## src/pkg/sertim_pkg.sv

```systemverilog
// Purpose: shared constants for the serial port and counter/timer block
// Assumes: 20 MHz clock, AXI4-Lite register access, byte address = 4 x index
// Notes: prescale value 0 means divide by 64, load value 0 means count 256
// How it works
// RULE_01 - full-duplex serial on two lines, rate from counter zero, capped at 62.5 kbit/s
// RULE_02 - serial data address: write loads transmitter, read returns receive buffer
// RULE_03 - counter zero runs at thirty-two times bit rate for receive sync
// RULE_04 - transmitter adds one start bit and two stop bits per character
// RULE_05 - eight data bits always sent; parity replaces bit seven with odd parity
// RULE_06 - serial output held high between characters
// RULE_07 - remote sender frames start, eight data bits, at least one stop
// RULE_08 - with parity, received bit seven becomes parity error flag
// RULE_09 - double-buffered receive, request on each buffer load, overwrite unprotected
// RULE_10 - request when character sent; writes during sending overwrite buffer
// RULE_11 - divider chain: prescale 3, preset 1 at 7.3728 MHz gives 19200
// RULE_12 - two 8-bit counters, 6-bit prescalers; only counter one takes external
// RULE_13 - prescalers divide by 1 to 64 from control register
// RULE_14 - counters count N down from N, request at end of count
// RULE_15 - mode bit: single pass stops at zero, continuous reloads and counts
// RULE_16 - mode register starts, stops, resumes and restarts counters
// RULE_17 - counter values readable without disturbance; prescalers not readable
// RULE_18 - counter one: internal over four, external clock, triggers or gate
// RULE_19 - counter zero end of count may drive counter one
// RULE_20 - timer output selects source and toggles at each end of count
// RULE_21 - timer output resets on software load or external trigger load
// RULE_22 - continuous mode: new load value waits for next reload
// RULE_23 - serial path only with serial enable bit; another bit enables parity
// RULE_24 - load bit moves load values one clock later, then clears itself
// RULE_25 - receiver checks start bit, samples mid-bit on sixteen sub-periods
// RULE_26 - without parity all eight bits pass unchanged, least significant first
package sertim_pkg;
	// ==========================================================
	// register map (index; byte address is four times it)
	localparam int ADDR_W = 12;
	localparam logic [7:0] IDX_SERIAL_DATA = 8'hf0;
	localparam logic [7:0] IDX_TIMER_MODE = 8'hf1;
	localparam logic [7:0] IDX_COUNT_ONE = 8'hf2;
	localparam logic [7:0] IDX_PRE_A = 8'hf3;
	localparam logic [7:0] IDX_COUNT_ZERO = 8'hf4;
	localparam logic [7:0] IDX_PRE_B = 8'hf5;
	localparam logic [7:0] IDX_PORT3_MODE = 8'hf7;
	localparam logic [7:0] RST_VAL = 8'h00;
	localparam logic [1:0] RESP_OKAY = 2'b00;
	localparam logic [1:0] RESP_SLVERR = 2'b10;
	// ==========================================================
	// field positions
	localparam int TMR_LOAD0 = 0;
	localparam int TMR_EN0 = 1;
	localparam int TMR_LOAD1 = 2;
	localparam int TMR_EN1 = 3;
	localparam int TMR_EXT_LO = 4;
	localparam int TMR_TOUT_LO = 6;
	localparam logic [7:0] TMR_LOAD_MASK = 8'h05;
	localparam int PRE_CONT = 0;
	localparam int PRE_EXT = 1;
	localparam int PRE_VAL_LO = 2;
	localparam int P3M_CASCADE = 2;
	localparam int P3M_SERIAL = 6;
	localparam int P3M_PARITY = 7;
	typedef enum logic [1:0] {EXT_CLOCK, EXT_GATE, EXT_TRIG, EXT_RETRIG} ext_mode_t;
	typedef enum logic [1:0] {TOUT_ZERO, TOUT_ONE, TOUT_CLK, TOUT_OFF} tout_sel_t;
	// ==========================================================
	// timing
	localparam int CLK_HZ = 20_000_000;
	localparam int MAX_BIT_RATE_BPS = 62_500;
	localparam int SUB_PER_BIT = 16;
	localparam int MIN_SUB_CYC = (CLK_HZ + MAX_BIT_RATE_BPS * SUB_PER_BIT - 1)
		/ (MAX_BIT_RATE_BPS * SUB_PER_BIT);
	localparam int GAP_W = 5;
	localparam logic [GAP_W-1:0] GAP_RELOAD = GAP_W'(MIN_SUB_CYC - 1);
	localparam logic [1:0] INT_DIV_LAST = 2'h3;
	localparam logic [3:0] SUB_LAST = 4'hf;
	localparam logic [3:0] RX_MID = 4'h7;
	localparam logic [3:0] TX_LAST_BIT = 4'ha;
	localparam logic [3:0] RX_LAST_BIT = 4'h7;

	// odd parity bit for seven data bits
	function automatic logic odd_par(input logic [6:0] d);
		return ~^d;
	endfunction : odd_par
endpackage : sertim_pkg

```

## src/rtl/serial_timer.sv

```systemverilog
// Purpose: serial port plus two counter/timers behind an AXI4-Lite slave
// Assumes: one write and one read outstanding at a time
// Notes: serial sub-bit rate is half counter zero's end-of-count rate, capped at sixteen times 62.5 kbit/s
module serial_timer
	import sertim_pkg::*;
(
	// clock and reset
	input wire logic clk,
	input wire logic arst_n,
	// axi4-lite write
	input wire logic [ADDR_W-1:0] awaddr,
	input wire logic awvalid,
	output logic awready,
	input wire logic [31:0] wdata,
	input wire logic [3:0] wstrb,
	input wire logic wvalid,
	output logic wready,
	output logic [1:0] bresp,
	output logic bvalid,
	input wire logic bready,
	// axi4-lite read
	input wire logic [ADDR_W-1:0] araddr,
	input wire logic arvalid,
	output logic arready,
	output logic [31:0] rdata,
	output logic [1:0] rresp,
	output logic rvalid,
	input wire logic rready,
	// pins
	input wire logic serial_input_line,
	output logic serial_output_line,
	input wire logic timer_input_line,
	output logic timer_output_pin,
	// requests
	output logic receive_interrupt_request,
	output logic transmit_or_counter_zero_request,
	output logic counter_one_request
);
	// ==========================================================
	// reset and pin synchronisers
	logic [1:0] rst_sync_q;
	logic rst_n;
	logic rx_meta_q, rx_q, tin_meta_q, tin_q, tin_prev_q;

	// release only after two clean edges
	always_ff @(posedge clk or negedge arst_n) begin
		if (!arst_n) begin
			rst_sync_q <= 2'b00;
		end else begin
			rst_sync_q <= {rst_sync_q[0], 1'b1};
		end
	end
	assign rst_n = rst_sync_q[1];

	// pins are asynchronous, two flops before any use
	always_ff @(posedge clk or negedge rst_n) begin
		if (!rst_n) begin
			rx_meta_q <= 1'b1;
			rx_q <= 1'b1;
			tin_meta_q <= 1'b0;
			tin_q <= 1'b0;
			tin_prev_q <= 1'b0;
		end else begin
			rx_meta_q <= serial_input_line;
			rx_q <= rx_meta_q;
			tin_meta_q <= timer_input_line;
			tin_q <= tin_meta_q;
			tin_prev_q <= tin_q;
		end
	end

	// ==========================================================
	// axi4-lite slave
	logic aw_have_q, w_have_q, bvalid_q, rvalid_q;
	logic [7:0] aw_idx_q, wdata_q;
	logic wlane_q, wr_fire, we;
	logic [7:0] rd_val;
	logic rd_ok;
	logic [31:0] rdata_q;
	logic [1:0] rresp_q, bresp_q;
	logic [7:0] tmr_q, pre_a_q, pre_b_q, load_one_q, load_zero_q, p3m_q, rx_buf_q;
	logic [7:0] count0, count1;

	function automatic logic [7:0] addr_idx(input logic [ADDR_W-1:0] a);
		return (a[ADDR_W-1:10] == '0) ? a[9:2] : 8'h00;
	endfunction : addr_idx

	function automatic logic is_mapped(input logic [7:0] i);
		return (i >= IDX_SERIAL_DATA && i <= IDX_PRE_B) || i == IDX_PORT3_MODE;
	endfunction : is_mapped

	assign awready = !aw_have_q && !bvalid_q;
	assign wready = !w_have_q && !bvalid_q;
	assign wr_fire = aw_have_q && w_have_q && !bvalid_q;
	assign we = wr_fire && wlane_q && is_mapped(aw_idx_q);
	assign bvalid = bvalid_q;
	assign bresp = bresp_q;
	assign arready = !rvalid_q;
	assign rvalid = rvalid_q;
	assign rdata = rdata_q;
	assign rresp = rresp_q;

	// address and data are taken in either order
	always_ff @(posedge clk or negedge rst_n) begin
		if (!rst_n) begin
			aw_have_q <= 1'b0;
			w_have_q <= 1'b0;
			aw_idx_q <= 8'h00;
			wdata_q <= 8'h00;
			wlane_q <= 1'b0;
			bvalid_q <= 1'b0;
			bresp_q <= RESP_OKAY;
		end else begin
			if (awvalid && awready) begin
				aw_have_q <= 1'b1;
				aw_idx_q <= addr_idx(awaddr);
			end
			if (wvalid && wready) begin
				w_have_q <= 1'b1;
				wdata_q <= wdata[7:0];
				wlane_q <= wstrb[0];
			end
			if (wr_fire) begin
				aw_have_q <= 1'b0;
				w_have_q <= 1'b0;
				bvalid_q <= 1'b1;
				bresp_q <= is_mapped(aw_idx_q) ? RESP_OKAY : RESP_SLVERR;
			end else if (bready) begin
				bvalid_q <= 1'b0;
			end
		end
	end

	// read mux; prescaler registers read as zero
	always_comb begin
		rd_val = 8'h00;
		rd_ok = 1'b1;
		unique case (addr_idx(araddr))
			IDX_SERIAL_DATA: rd_val = rx_buf_q; // RULE_02
			IDX_TIMER_MODE: rd_val = tmr_q;
			IDX_COUNT_ONE: rd_val = count1; // RULE_17
			IDX_COUNT_ZERO: rd_val = count0;
			IDX_PORT3_MODE: rd_val = p3m_q;
			IDX_PRE_A, IDX_PRE_B: rd_val = 8'h00;
			default: rd_ok = 1'b0;
		endcase
	end

	always_ff @(posedge clk or negedge rst_n) begin
		if (!rst_n) begin
			rvalid_q <= 1'b0;
			rdata_q <= '0;
			rresp_q <= RESP_OKAY;
		end else if (arvalid && arready) begin
			rvalid_q <= 1'b1;
			rdata_q <= {24'h000000, rd_val};
			rresp_q <= rd_ok ? RESP_OKAY : RESP_SLVERR;
		end else if (rready) begin
			rvalid_q <= 1'b0;
		end
	end

	// ==========================================================
	// control registers
	logic wr_tmr, wr_sio;
	assign wr_tmr = we && aw_idx_q == IDX_TIMER_MODE;
	assign wr_sio = we && aw_idx_q == IDX_SERIAL_DATA;

	// load bits live one cycle, then self-clear
	always_ff @(posedge clk or negedge rst_n) begin
		if (!rst_n) begin
			tmr_q <= RST_VAL;
		end else if (wr_tmr) begin
			tmr_q <= wdata_q; // RULE_16
		end else begin
			tmr_q <= tmr_q & ~TMR_LOAD_MASK; // RULE_24
		end
	end

	always_ff @(posedge clk or negedge rst_n) begin
		if (!rst_n) begin
			pre_a_q <= RST_VAL;
			pre_b_q <= RST_VAL;
			load_one_q <= RST_VAL;
			load_zero_q <= RST_VAL;
			p3m_q <= RST_VAL;
		end else if (we) begin
			if (aw_idx_q == IDX_PRE_A) pre_a_q <= wdata_q;
			if (aw_idx_q == IDX_PRE_B) pre_b_q <= wdata_q;
			if (aw_idx_q == IDX_COUNT_ONE) load_one_q <= wdata_q;
			if (aw_idx_q == IDX_COUNT_ZERO) load_zero_q <= wdata_q;
			if (aw_idx_q == IDX_PORT3_MODE) p3m_q <= wdata_q; // RULE_23
		end
	end

	// ==========================================================
	// counters
	logic [1:0] div_q;
	logic int_tick, tick1, trig_load, trig_seen_q, trig_mode, eoc0, eoc1, any_load;
	ext_mode_t ext_mode;
	tout_sel_t tout_sel;

	// internal clock divided by four feeds counter zero's prescaler, and counter one's unless it is cascaded or externally clocked
	always_ff @(posedge clk or negedge rst_n) begin
		if (!rst_n) begin
			div_q <= 2'h0;
		end else begin
			div_q <= div_q + 1'b1;
		end
	end
	assign int_tick = div_q == INT_DIV_LAST; // RULE_11

	assign ext_mode = ext_mode_t'(tmr_q[TMR_EXT_LO +: 2]);
	assign tout_sel = tout_sel_t'(tmr_q[TMR_TOUT_LO +: 2]);
	assign trig_mode = pre_a_q[PRE_EXT] && !p3m_q[P3M_CASCADE]
		&& (ext_mode == EXT_TRIG || ext_mode == EXT_RETRIG);

	// counter one source; triggers act on a falling edge
	always_comb begin
		tick1 = int_tick; // RULE_18
		trig_load = 1'b0;
		if (p3m_q[P3M_CASCADE]) begin
			tick1 = eoc0; // RULE_19
		end else if (pre_a_q[PRE_EXT]) begin
			unique case (ext_mode)
				EXT_CLOCK: tick1 = tin_q && !tin_prev_q; // RULE_12
				EXT_GATE: tick1 = int_tick && tin_q;
				EXT_TRIG: trig_load = !tin_q && tin_prev_q && (count1 == 8'h00 || !trig_seen_q);
				EXT_RETRIG: trig_load = !tin_q && tin_prev_q;
			endcase
		end
	end

	// trigger modes hold the count until the first trigger
	always_ff @(posedge clk or negedge rst_n) begin
		if (!rst_n) begin
			trig_seen_q <= 1'b0;
		end else if (trig_load) begin
			trig_seen_q <= 1'b1;
		end else if (tmr_q[TMR_LOAD1] || !trig_mode) begin
			trig_seen_q <= 1'b0;
		end
	end

	down_counter #(.CNT_W(8), .PRE_W(6)) u_counter_zero (
		.clk(clk),
		.rst_n(rst_n),
		.load(tmr_q[TMR_LOAD0]),
		.enable(tmr_q[TMR_EN0]),
		.tick(int_tick),
		.continuous(pre_b_q[PRE_CONT]),
		.pre_val(pre_b_q[PRE_VAL_LO +: 6]),
		.load_val(load_zero_q),
		.count(count0),
		.eoc(eoc0)
	);

	down_counter #(.CNT_W(8), .PRE_W(6)) u_counter_one (
		.clk(clk),
		.rst_n(rst_n),
		.load(tmr_q[TMR_LOAD1] || trig_load),
		.enable(tmr_q[TMR_EN1] && (!trig_mode || trig_seen_q)),
		.tick(tick1),
		.continuous(pre_a_q[PRE_CONT]),
		.pre_val(pre_a_q[PRE_VAL_LO +: 6]),
		.load_val(load_one_q),
		.count(count1),
		.eoc(eoc1)
	);

	// ==========================================================
	// timer output
	logic tout_q, tout_pin_q;
	assign any_load = tmr_q[TMR_LOAD0] || tmr_q[TMR_LOAD1] || trig_load;
	assign timer_output_pin = tout_pin_q;

	always_ff @(posedge clk or negedge rst_n) begin
		if (!rst_n) begin
			tout_q <= 1'b0;
			tout_pin_q <= 1'b0;
		end else begin
			if (any_load) begin
				tout_q <= 1'b0; // RULE_21
			end else if ((tout_sel == TOUT_ZERO && eoc0) || (tout_sel == TOUT_ONE && eoc1)) begin
				tout_q <= !tout_q; // RULE_20
			end
			tout_pin_q <= (tout_sel == TOUT_CLK) ? div_q[1] : (tout_sel != TOUT_OFF) && tout_q;
		end
	end

	// ==========================================================
	// serial sub-bit tick, capped so the bit rate cannot exceed the limit
	logic half_q, pend_q, sub_src, ser_tick, ser_en, par_en;
	logic [GAP_W-1:0] gap_q;
	assign ser_en = p3m_q[P3M_SERIAL]; // RULE_23
	assign par_en = p3m_q[P3M_PARITY];
	assign sub_src = eoc0 && half_q; // RULE_03
	assign ser_tick = (sub_src || pend_q) && gap_q == '0; // RULE_01

	always_ff @(posedge clk or negedge rst_n) begin
		if (!rst_n) begin
			half_q <= 1'b0;
			pend_q <= 1'b0;
			gap_q <= '0;
		end else begin
			if (eoc0) half_q <= !half_q;
			if (ser_tick) pend_q <= 1'b0;
			else if (sub_src) pend_q <= 1'b1;
			if (ser_tick) gap_q <= GAP_RELOAD;
			else if (gap_q != '0) gap_q <= gap_q - 1'b1;
		end
	end

	// ==========================================================
	// transmitter
	logic tx_busy_q, tx_pend_q, txd_q, tx_go, tx_done;
	logic [7:0] tx_buf_q;
	logic [10:0] tx_sh_q;
	logic [3:0] tx_sub_q, tx_bit_q;
	logic [7:0] tx_data;
	assign tx_data = par_en ? {odd_par(tx_buf_q[6:0]), tx_buf_q[6:0]} : tx_buf_q; // RULE_05
	assign tx_go = ser_en && tx_pend_q && !tx_busy_q && ser_tick;
	assign tx_done = tx_busy_q && ser_tick && tx_sub_q == SUB_LAST && tx_bit_q == TX_LAST_BIT;
	assign serial_output_line = txd_q;

	// a write always lands in the buffer, even mid-character
	always_ff @(posedge clk or negedge rst_n) begin
		if (!rst_n) begin
			tx_buf_q <= 8'h00;
			tx_pend_q <= 1'b0;
		end else if (wr_sio) begin
			tx_buf_q <= wdata_q; // RULE_10
			tx_pend_q <= 1'b1;
		end else if (tx_go) begin
			tx_pend_q <= 1'b0;
		end
	end

	// frame shifts out lsb first behind a low start bit
	always_ff @(posedge clk or negedge rst_n) begin
		if (!rst_n) begin
			tx_busy_q <= 1'b0;
			tx_sh_q <= '1;
			tx_sub_q <= 4'h0;
			tx_bit_q <= 4'h0;
			txd_q <= 1'b1;
		end else if (!ser_en) begin
			tx_busy_q <= 1'b0;
			txd_q <= 1'b1;
		end else if (tx_go) begin
			tx_busy_q <= 1'b1;
			tx_sh_q <= {2'b11, tx_data, 1'b0}; // RULE_04
			tx_sub_q <= 4'h0;
			tx_bit_q <= 4'h0;
			txd_q <= 1'b0;
		end else if (tx_busy_q && ser_tick) begin
			tx_sub_q <= tx_sub_q + 1'b1;
			if (tx_sub_q == SUB_LAST) begin
				if (tx_bit_q == TX_LAST_BIT) begin
					tx_busy_q <= 1'b0;
					txd_q <= 1'b1; // RULE_06
				end else begin
					tx_bit_q <= tx_bit_q + 1'b1;
					tx_sh_q <= {1'b1, tx_sh_q[10:1]};
					txd_q <= tx_sh_q[1]; // RULE_26
				end
			end
		end
	end

	// ==========================================================
	// receiver
	typedef enum logic [1:0] {RX_IDLE, RX_START, RX_DATA, RX_STOP} rx_state_t;
	rx_state_t rx_state_q;
	logic [3:0] rx_sub_q, rx_bit_q;
	logic [7:0] rx_sh_q;
	logic rx_load;
	assign rx_load = ser_tick && rx_state_q == RX_STOP && rx_sub_q == SUB_LAST;

	// start confirmed at mid-bit, then one sample each sixteen ticks
	always_ff @(posedge clk or negedge rst_n) begin
		if (!rst_n) begin
			rx_state_q <= RX_IDLE;
			rx_sub_q <= 4'h0;
			rx_bit_q <= 4'h0;
			rx_sh_q <= 8'h00;
		end else if (!ser_en) begin
			rx_state_q <= RX_IDLE;
		end else if (ser_tick) begin
			rx_sub_q <= rx_sub_q + 1'b1;
			unique case (rx_state_q)
				RX_IDLE: begin
					rx_sub_q <= 4'h0;
					if (!rx_q) rx_state_q <= RX_START;
				end
				RX_START: if (rx_sub_q == RX_MID) begin
					rx_sub_q <= 4'h0;
					rx_bit_q <= 4'h0;
					rx_state_q <= rx_q ? RX_IDLE : RX_DATA; // RULE_25
				end
				RX_DATA: if (rx_sub_q == SUB_LAST) begin
					rx_sh_q <= {rx_q, rx_sh_q[7:1]}; // RULE_26
					rx_bit_q <= rx_bit_q + 1'b1;
					if (rx_bit_q == RX_LAST_BIT) rx_state_q <= RX_STOP; // RULE_07
				end
				RX_STOP: if (rx_sub_q == SUB_LAST) rx_state_q <= RX_IDLE;
			endcase
		end
	end

	// second buffer; a new character simply overwrites an unread one
	always_ff @(posedge clk or negedge rst_n) begin
		if (!rst_n) begin
			rx_buf_q <= 8'h00;
		end else if (rx_load) begin
			rx_buf_q <= par_en ? {odd_par(rx_sh_q[6:0]) != rx_sh_q[7], rx_sh_q[6:0]} // RULE_08
				: rx_sh_q; // RULE_09
		end
	end

	// ==========================================================
	// request pulses
	logic rx_req_q, tx_req_q, c1_req_q;
	assign receive_interrupt_request = rx_req_q;
	assign transmit_or_counter_zero_request = tx_req_q;
	assign counter_one_request = c1_req_q;

	always_ff @(posedge clk or negedge rst_n) begin
		if (!rst_n) begin
			rx_req_q <= 1'b0;
			tx_req_q <= 1'b0;
			c1_req_q <= 1'b0;
		end else begin
			rx_req_q <= rx_load; // RULE_09
			tx_req_q <= tx_done || eoc0; // RULE_10
			c1_req_q <= eoc1; // RULE_14
		end
	end

	// ==========================================================
	// checks
	property p_mark_idle;
		@(posedge clk) disable iff (!rst_n)
		!tx_busy_q |-> serial_output_line;
	endproperty
	a_mark_idle: assert property (p_mark_idle) // RULE_06
		else $error("serial line not high while idle");

	property p_start_bit;
		@(posedge clk) disable iff (!rst_n)
		tx_go |=> !serial_output_line && tx_busy_q;
	endproperty
	a_start_bit: assert property (p_start_bit) // RULE_04
		else $error("start bit missing");

	property p_load_clear;
		@(posedge clk) disable iff (!rst_n)
		tmr_q[TMR_LOAD0] && !wr_tmr |=> !tmr_q[TMR_LOAD0];
	endproperty
	a_load_clear: assert property (p_load_clear) // RULE_24
		else $error("load bit did not clear");

	property p_rx_req;
		@(posedge clk) disable iff (!rst_n)
		rx_load |=> receive_interrupt_request ##1 !receive_interrupt_request;
	endproperty
	a_rx_req: assert property (p_rx_req) // RULE_09
		else $error("receive request not pulsed");

	property p_tout_reset;
		@(posedge clk) disable iff (!rst_n)
		any_load |=> !tout_q;
	endproperty
	a_tout_reset: assert property (p_tout_reset) // RULE_21
		else $error("timer output not reset on load");
endmodule : serial_timer

```

## src/rtl/down_counter.sv

```systemverilog
// Purpose: one prescaled 8-bit down-counter
// Assumes: tick is a one-cycle pulse from the selected source
// Notes: starts stopped after reset until first load
module down_counter
	import sertim_pkg::*;
#(
	parameter int CNT_W = 8,
	parameter int PRE_W = 6
) (
	// clock and reset
	input wire logic clk,
	input wire logic rst_n,
	// control
	input wire logic load,
	input wire logic enable,
	input wire logic tick,
	input wire logic continuous,
	input wire logic [PRE_W-1:0] pre_val,
	input wire logic [CNT_W-1:0] load_val,
	// state
	output logic [CNT_W-1:0] count,
	output logic eoc
);
	logic [PRE_W-1:0] pre_q;
	logic [CNT_W-1:0] cnt_q;
	logic done_q;
	logic run;
	logic step;

	assign run = enable && tick && !load && !done_q; // RULE_16
	assign step = run && (pre_q == PRE_W'(1));
	assign eoc = step && (cnt_q == CNT_W'(1)); // RULE_14
	assign count = cnt_q; // RULE_17

	// prescaler; value 0 wraps through 64 ticks
	always_ff @(posedge clk or negedge rst_n) begin
		if (!rst_n) begin
			pre_q <= '0;
		end else if (load) begin
			pre_q <= pre_val; // RULE_24
		end else if (run) begin
			pre_q <= (pre_q == PRE_W'(1)) ? pre_val : pre_q - 1'b1; // RULE_13
		end
	end

	// counter; reload reads the live load value, so late writes wait
	always_ff @(posedge clk or negedge rst_n) begin
		if (!rst_n) begin
			cnt_q <= '0;
			done_q <= 1'b1;
		end else if (load) begin
			cnt_q <= load_val;
			done_q <= 1'b0;
		end else if (eoc) begin
			cnt_q <= continuous ? load_val : '0; // RULE_22
			done_q <= !continuous; // RULE_15
		end else if (step) begin
			cnt_q <= cnt_q - 1'b1;
		end
	end

	property p_load_takes;
		@(posedge clk) disable iff (!rst_n)
		load |=> (cnt_q == $past(load_val)) && (pre_q == $past(pre_val)) && !done_q;
	endproperty
	a_load_takes: assert property (p_load_takes) // RULE_24
		else $error("load did not transfer values");

	property p_single_stops;
		@(posedge clk) disable iff (!rst_n)
		eoc && !continuous |=> (cnt_q == '0) && done_q ##1 !eoc;
	endproperty
	a_single_stops: assert property (p_single_stops) // RULE_15
		else $error("single pass did not stop at zero");

	property p_cont_reload;
		@(posedge clk) disable iff (!rst_n)
		eoc && continuous |=> (cnt_q == $past(load_val)) && !done_q;
	endproperty
	a_cont_reload: assert property (p_cont_reload) // RULE_22
		else $error("continuous mode did not reload");
endmodule : down_counter

```

## config.mk

```make
export PLATFORM = sky130hd
export DESIGN_NAME = serial_timer
export DESIGN_NICKNAME = d
export VERILOG_FILES = /design/src/pkg/sertim_pkg.sv /design/src/rtl/serial_timer.sv /design/src/rtl/down_counter.sv
export SDC_FILE = /design/constraint.sdc
export NUM_CORES = 1
export LEC_CHECK = 0
export ABC_AREA = 0
export BUFFER_PORTS_ARGS = -buffer_cell sky130_fd_sc_hd__clkbuf_2
export CELL_PAD_IN_SITES_DETAIL_PLACEMENT = 2
export CELL_PAD_IN_SITES_GLOBAL_PLACEMENT = 2
export CORE_MARGIN = 4
export CORE_UTILIZATION = 40
export CTS_BUF_LIST = sky130_fd_sc_hd__clkbuf_4 sky130_fd_sc_hd__clkbuf_8
export DETAILED_ROUTE_END_ITERATION = 10
export MAX_ROUTING_LAYER = met4
export PLACE_DENSITY_LB_ADDON = 0.1
export SLEW_MARGIN = 20
export SYNTH_ARGS = -nofsm -noshare
export SYNTH_HDL_FRONTEND = slang
export SYNTH_SLANG_ARGS = --single-unit
```

## constraint.sdc

```tcl
create_clock -name clk -period 14.6 [get_ports clk]
set_input_delay 1.46 -clock clk [delete_from_list [all_inputs] [get_ports clk]]
set_output_delay 1.46 -clock clk [all_outputs]
set_load 0.02 [all_outputs]
```

==> results.yml <==
placement:
  post-place-ws_ns: 10.95
  dp_cells: 1174
  numPortBuffers: 57
  gp_congestion: 0.849
  dp_hpwl_um: 18000
sta:
  worst_pin_slew_ns: 1.04
  maxSlewHeadroom_pct: 30.0
  setup_viol: 0
  hold_viol: 0
  setup_ws_ns: 11.41
  fin_crit_sh_pct: 21.8
  finClkSkew_ns: 0.0223
  rsz0062_at_grt: "no"
  drv_slew: 0
  max_freq_ghz: 0.314
  fin_tns_setup_ns: 0
  post-route-min-period_ns: 3.19
worst_setup_path:
  r2r-start: "u_counter_zero.count[1]"
  worstRegToRegCells: 10
  start_kind: "primary input"
  r2r_slack_ns: 11.41
  reg2reg_to: "rx_bit_q[3]"
  end_kind: "flip-flop"
  critPathMaxFanout: 8
  path_class: "in2reg"
  critical_path_arrival_ns: 3.57
  critPathRequiredTime_ns: 14.98
floorplanning:
  fp.coreArea_um2: 21800
  die_x_um: 157
  die_h_um: 157
  row_count: 54
  fp.dieArea_um2: 24700
  initial_core_util_pct: 40.7
  ios: 115
power_and_ir_drop:
  seqPwrFrac_pct: 58.6
  pwr-share-clk_pct: 31.4
  combinationalPowerShare_pct: 10.0
  p_sw_share_pct: 30.4
  power.total_mw: 1.04
  p_leak_nw: 4.53
  p_int_mw: 0.722
  p_per_area_nw_per_um2: 107
  irDropWorstVdd_mv: 0.0849
  p_switching_mw: 0.316
global_route:
  grt_pass1_wl_um: 40600
  grt_max_degree: 73
  antenna_found_initial: 0
  first_global_vias: 7404
  grt_use_total_pct: 21.4
  grt-ovfl-total: 0
layout:
  syn_to_final_growth_pct: 9.22
  layout.cells.non_filler: 1206
  final_core_util_pct: 44.5
  drive_gt1_share_pct: 20.8
  nNetsFinal: 1001
  diodes: 0
worst_hold_path:
  hold_path.class: "reg2reg"
  min_path_cells: 0
  hold_start: "tin_meta_q"
  holdPathEnd: "tin_q"
clocking:
  numCtsBuffers: 17
  clock-sinks: 183
  clkTransAtPathRegs_ns: 0.10
  postCtsSetupBuffers: 0
  clk_latency_ns: 0.46
  cts_tree: "yes"
  cts_hold_buf: 0
  cts_resized: 0
  cts_root_buf: "clkbuf_8"
  htree_levels: 4
  cts_buffer_depth: 2
run_status:
  run_status: "complete, no violations"
synthesis:
  yosys.area.top_type_share_pct: 47.9
  ys.flop_type: "dfrtp_1"
  synth_top_area_cell: "dfrtp_1"
  yosysSeqAreaShare_pct: 51.7
  synthCells: 862
  yosys-top-cells-count: "dfrtp_1, nand2_1, nor2_1, mux2_2, o21ai_0"
  async_flop_share_pct: 100
  synth_warnings: 0
  ys_types: 74
  avgSynthCellArea_um2: 10.3
  syn_area_um2: 8890
  synth_edf_count: 0
  synth.most_common_cell: "dfrtp_1"
  synth_seq_cells: 183
  synthTopCellsByArea: "dfrtp_1, mux2_2, nand2_1"
route:
  first_pass_iters: 7
  via_per_inst: 5.62
  wl_um: 24600
  drt_iter0_drc: 348
  wire_per_inst_um: 20.4
  antenna_left: 0
  vias: 6772
  drc: 0
job:
  drv_cap: 0
per-layer routing:
metal / part of all wire [%] / global-route usage, % / up-vias / wire length [µm]
li1: - / - / 3110 / -
met1: 46 / 29.1 / 3495 / 11300
met2: 49 / 34.2 / 146 / 12100
met3: 3.5 / 3.38 / 21 / 854
met4: 1.1 / 4.71 / 0 / 276
met5: 0 / - / - / 0
worst max-delay path, stage by stage:
cell and delay, ns:
clkbuf_2 0.08, nor2_1 0.28, nand2_1 0.11, or2_2 0.34, nor3_1 0.77, a222oi_1 0.29, a31oi_1 0.24
worst max-delay path by stage:
| stage | endpoint | startpoint |
|---|---|---|
| final | rdata[3] | araddr[11] |
| after global routing | rx_bit_q[3] | u_counter_zero.count[1] |
| after CTS | rx_bit_q[3] | u_counter_zero.count[1] |
| after detailed placement | rdata[3] | araddr[11] |
| after global placement | rdata[3] | araddr[11] |
| after floorplan | aw_have_q | rst_sync_q[1] |
metrics by stage:
| stage | hold slack (ns) | area [µm²] |
|---|---|---|
| floorplan | 0.331 | 8980 |
| global placement | 0.336 | 9330 |
| detailed placement | 0.336 | 9330 |
| CTS | 0.354 | 9700 |
| global route | 0.353 | 9710 |
| finish | 0.352 | 9710 |
final cells by class:
class                           count  area [µm²]
Sequential cell                   183        4600
Timing Repair Buffer               61         315
Fill cell                        2343       12100
Multi-Input combinational cell    624        3980
Clock inverter                     11         103
Inverter                           26        97.6
Tap cell                          280         350
Clock buffer                       21         264
cell families after synthesis:
kind of cell / synth area share [%]
AO/OA/AOI/OAI: 13.4
XOR/XNOR: 1.87
adder cells (fa/ha/maj): 2.67
buffers and inverters: 4.69
flip-flops: 51.7
multiplexers: 8.22
other: 0.0845
AND/OR/NAND/NOR: 17.4
flip-flops by register name, summed over array words and instances (netlist names), 7 cells and up:
name and count:
aw_idx_q 8, load_one_q 8, load_zero_q 8, p3m_q 8
pre_a_q 8, rdata 8, rx_buf_q 8, rx_sh_q 8
tmr_q 8, tx_buf_q 8, tx_sh_q 8, u_counter_one.count 8
u_counter_zero.count 8, wdata_q 8, pre_b_q 7
placed cells by master, fill, tap and decap left out, drive strengths merged, types with 4 or more instances in the layout:
cell      n
xnor2    15
ha       19
nor3     22
nor2     70
and2      6
nand3b    7
mux2     64
dfstp    13
o22ai     6
or3       6
o21a      5
dfrtp   170
nor4      4
or4b      4
or2       5
nor4b     4
a21oi    40
nor3b     4
a222oi    7
xor2      4
nand2b    9
buf       4
nand3    21
nand2   111
clkbuf   78
o21ai    63
nand4     8
clkinv    6
o31ai     4
nor2b    10
a22oi     9
a21o      6
conb     27
inv      27
a31oi    14
o211ai    6
or4       6
power by group through the flow:
stage / Clock (mW) / Combinational (mW) / Sequential [mW]
after global placement: 0 / 0.0995 / 0.615
after global routing: 0.363 / 0.118 / 0.615
after detailed placement: 0 / 0.105 / 0.618
final: 0.326 / 0.103 / 0.608
after CTS: 0.339 / 0.105 / 0.609
after floorplan: 0 / 0.0693 / 0.591
Note: power is estimated with default switching activity, not from simulation.
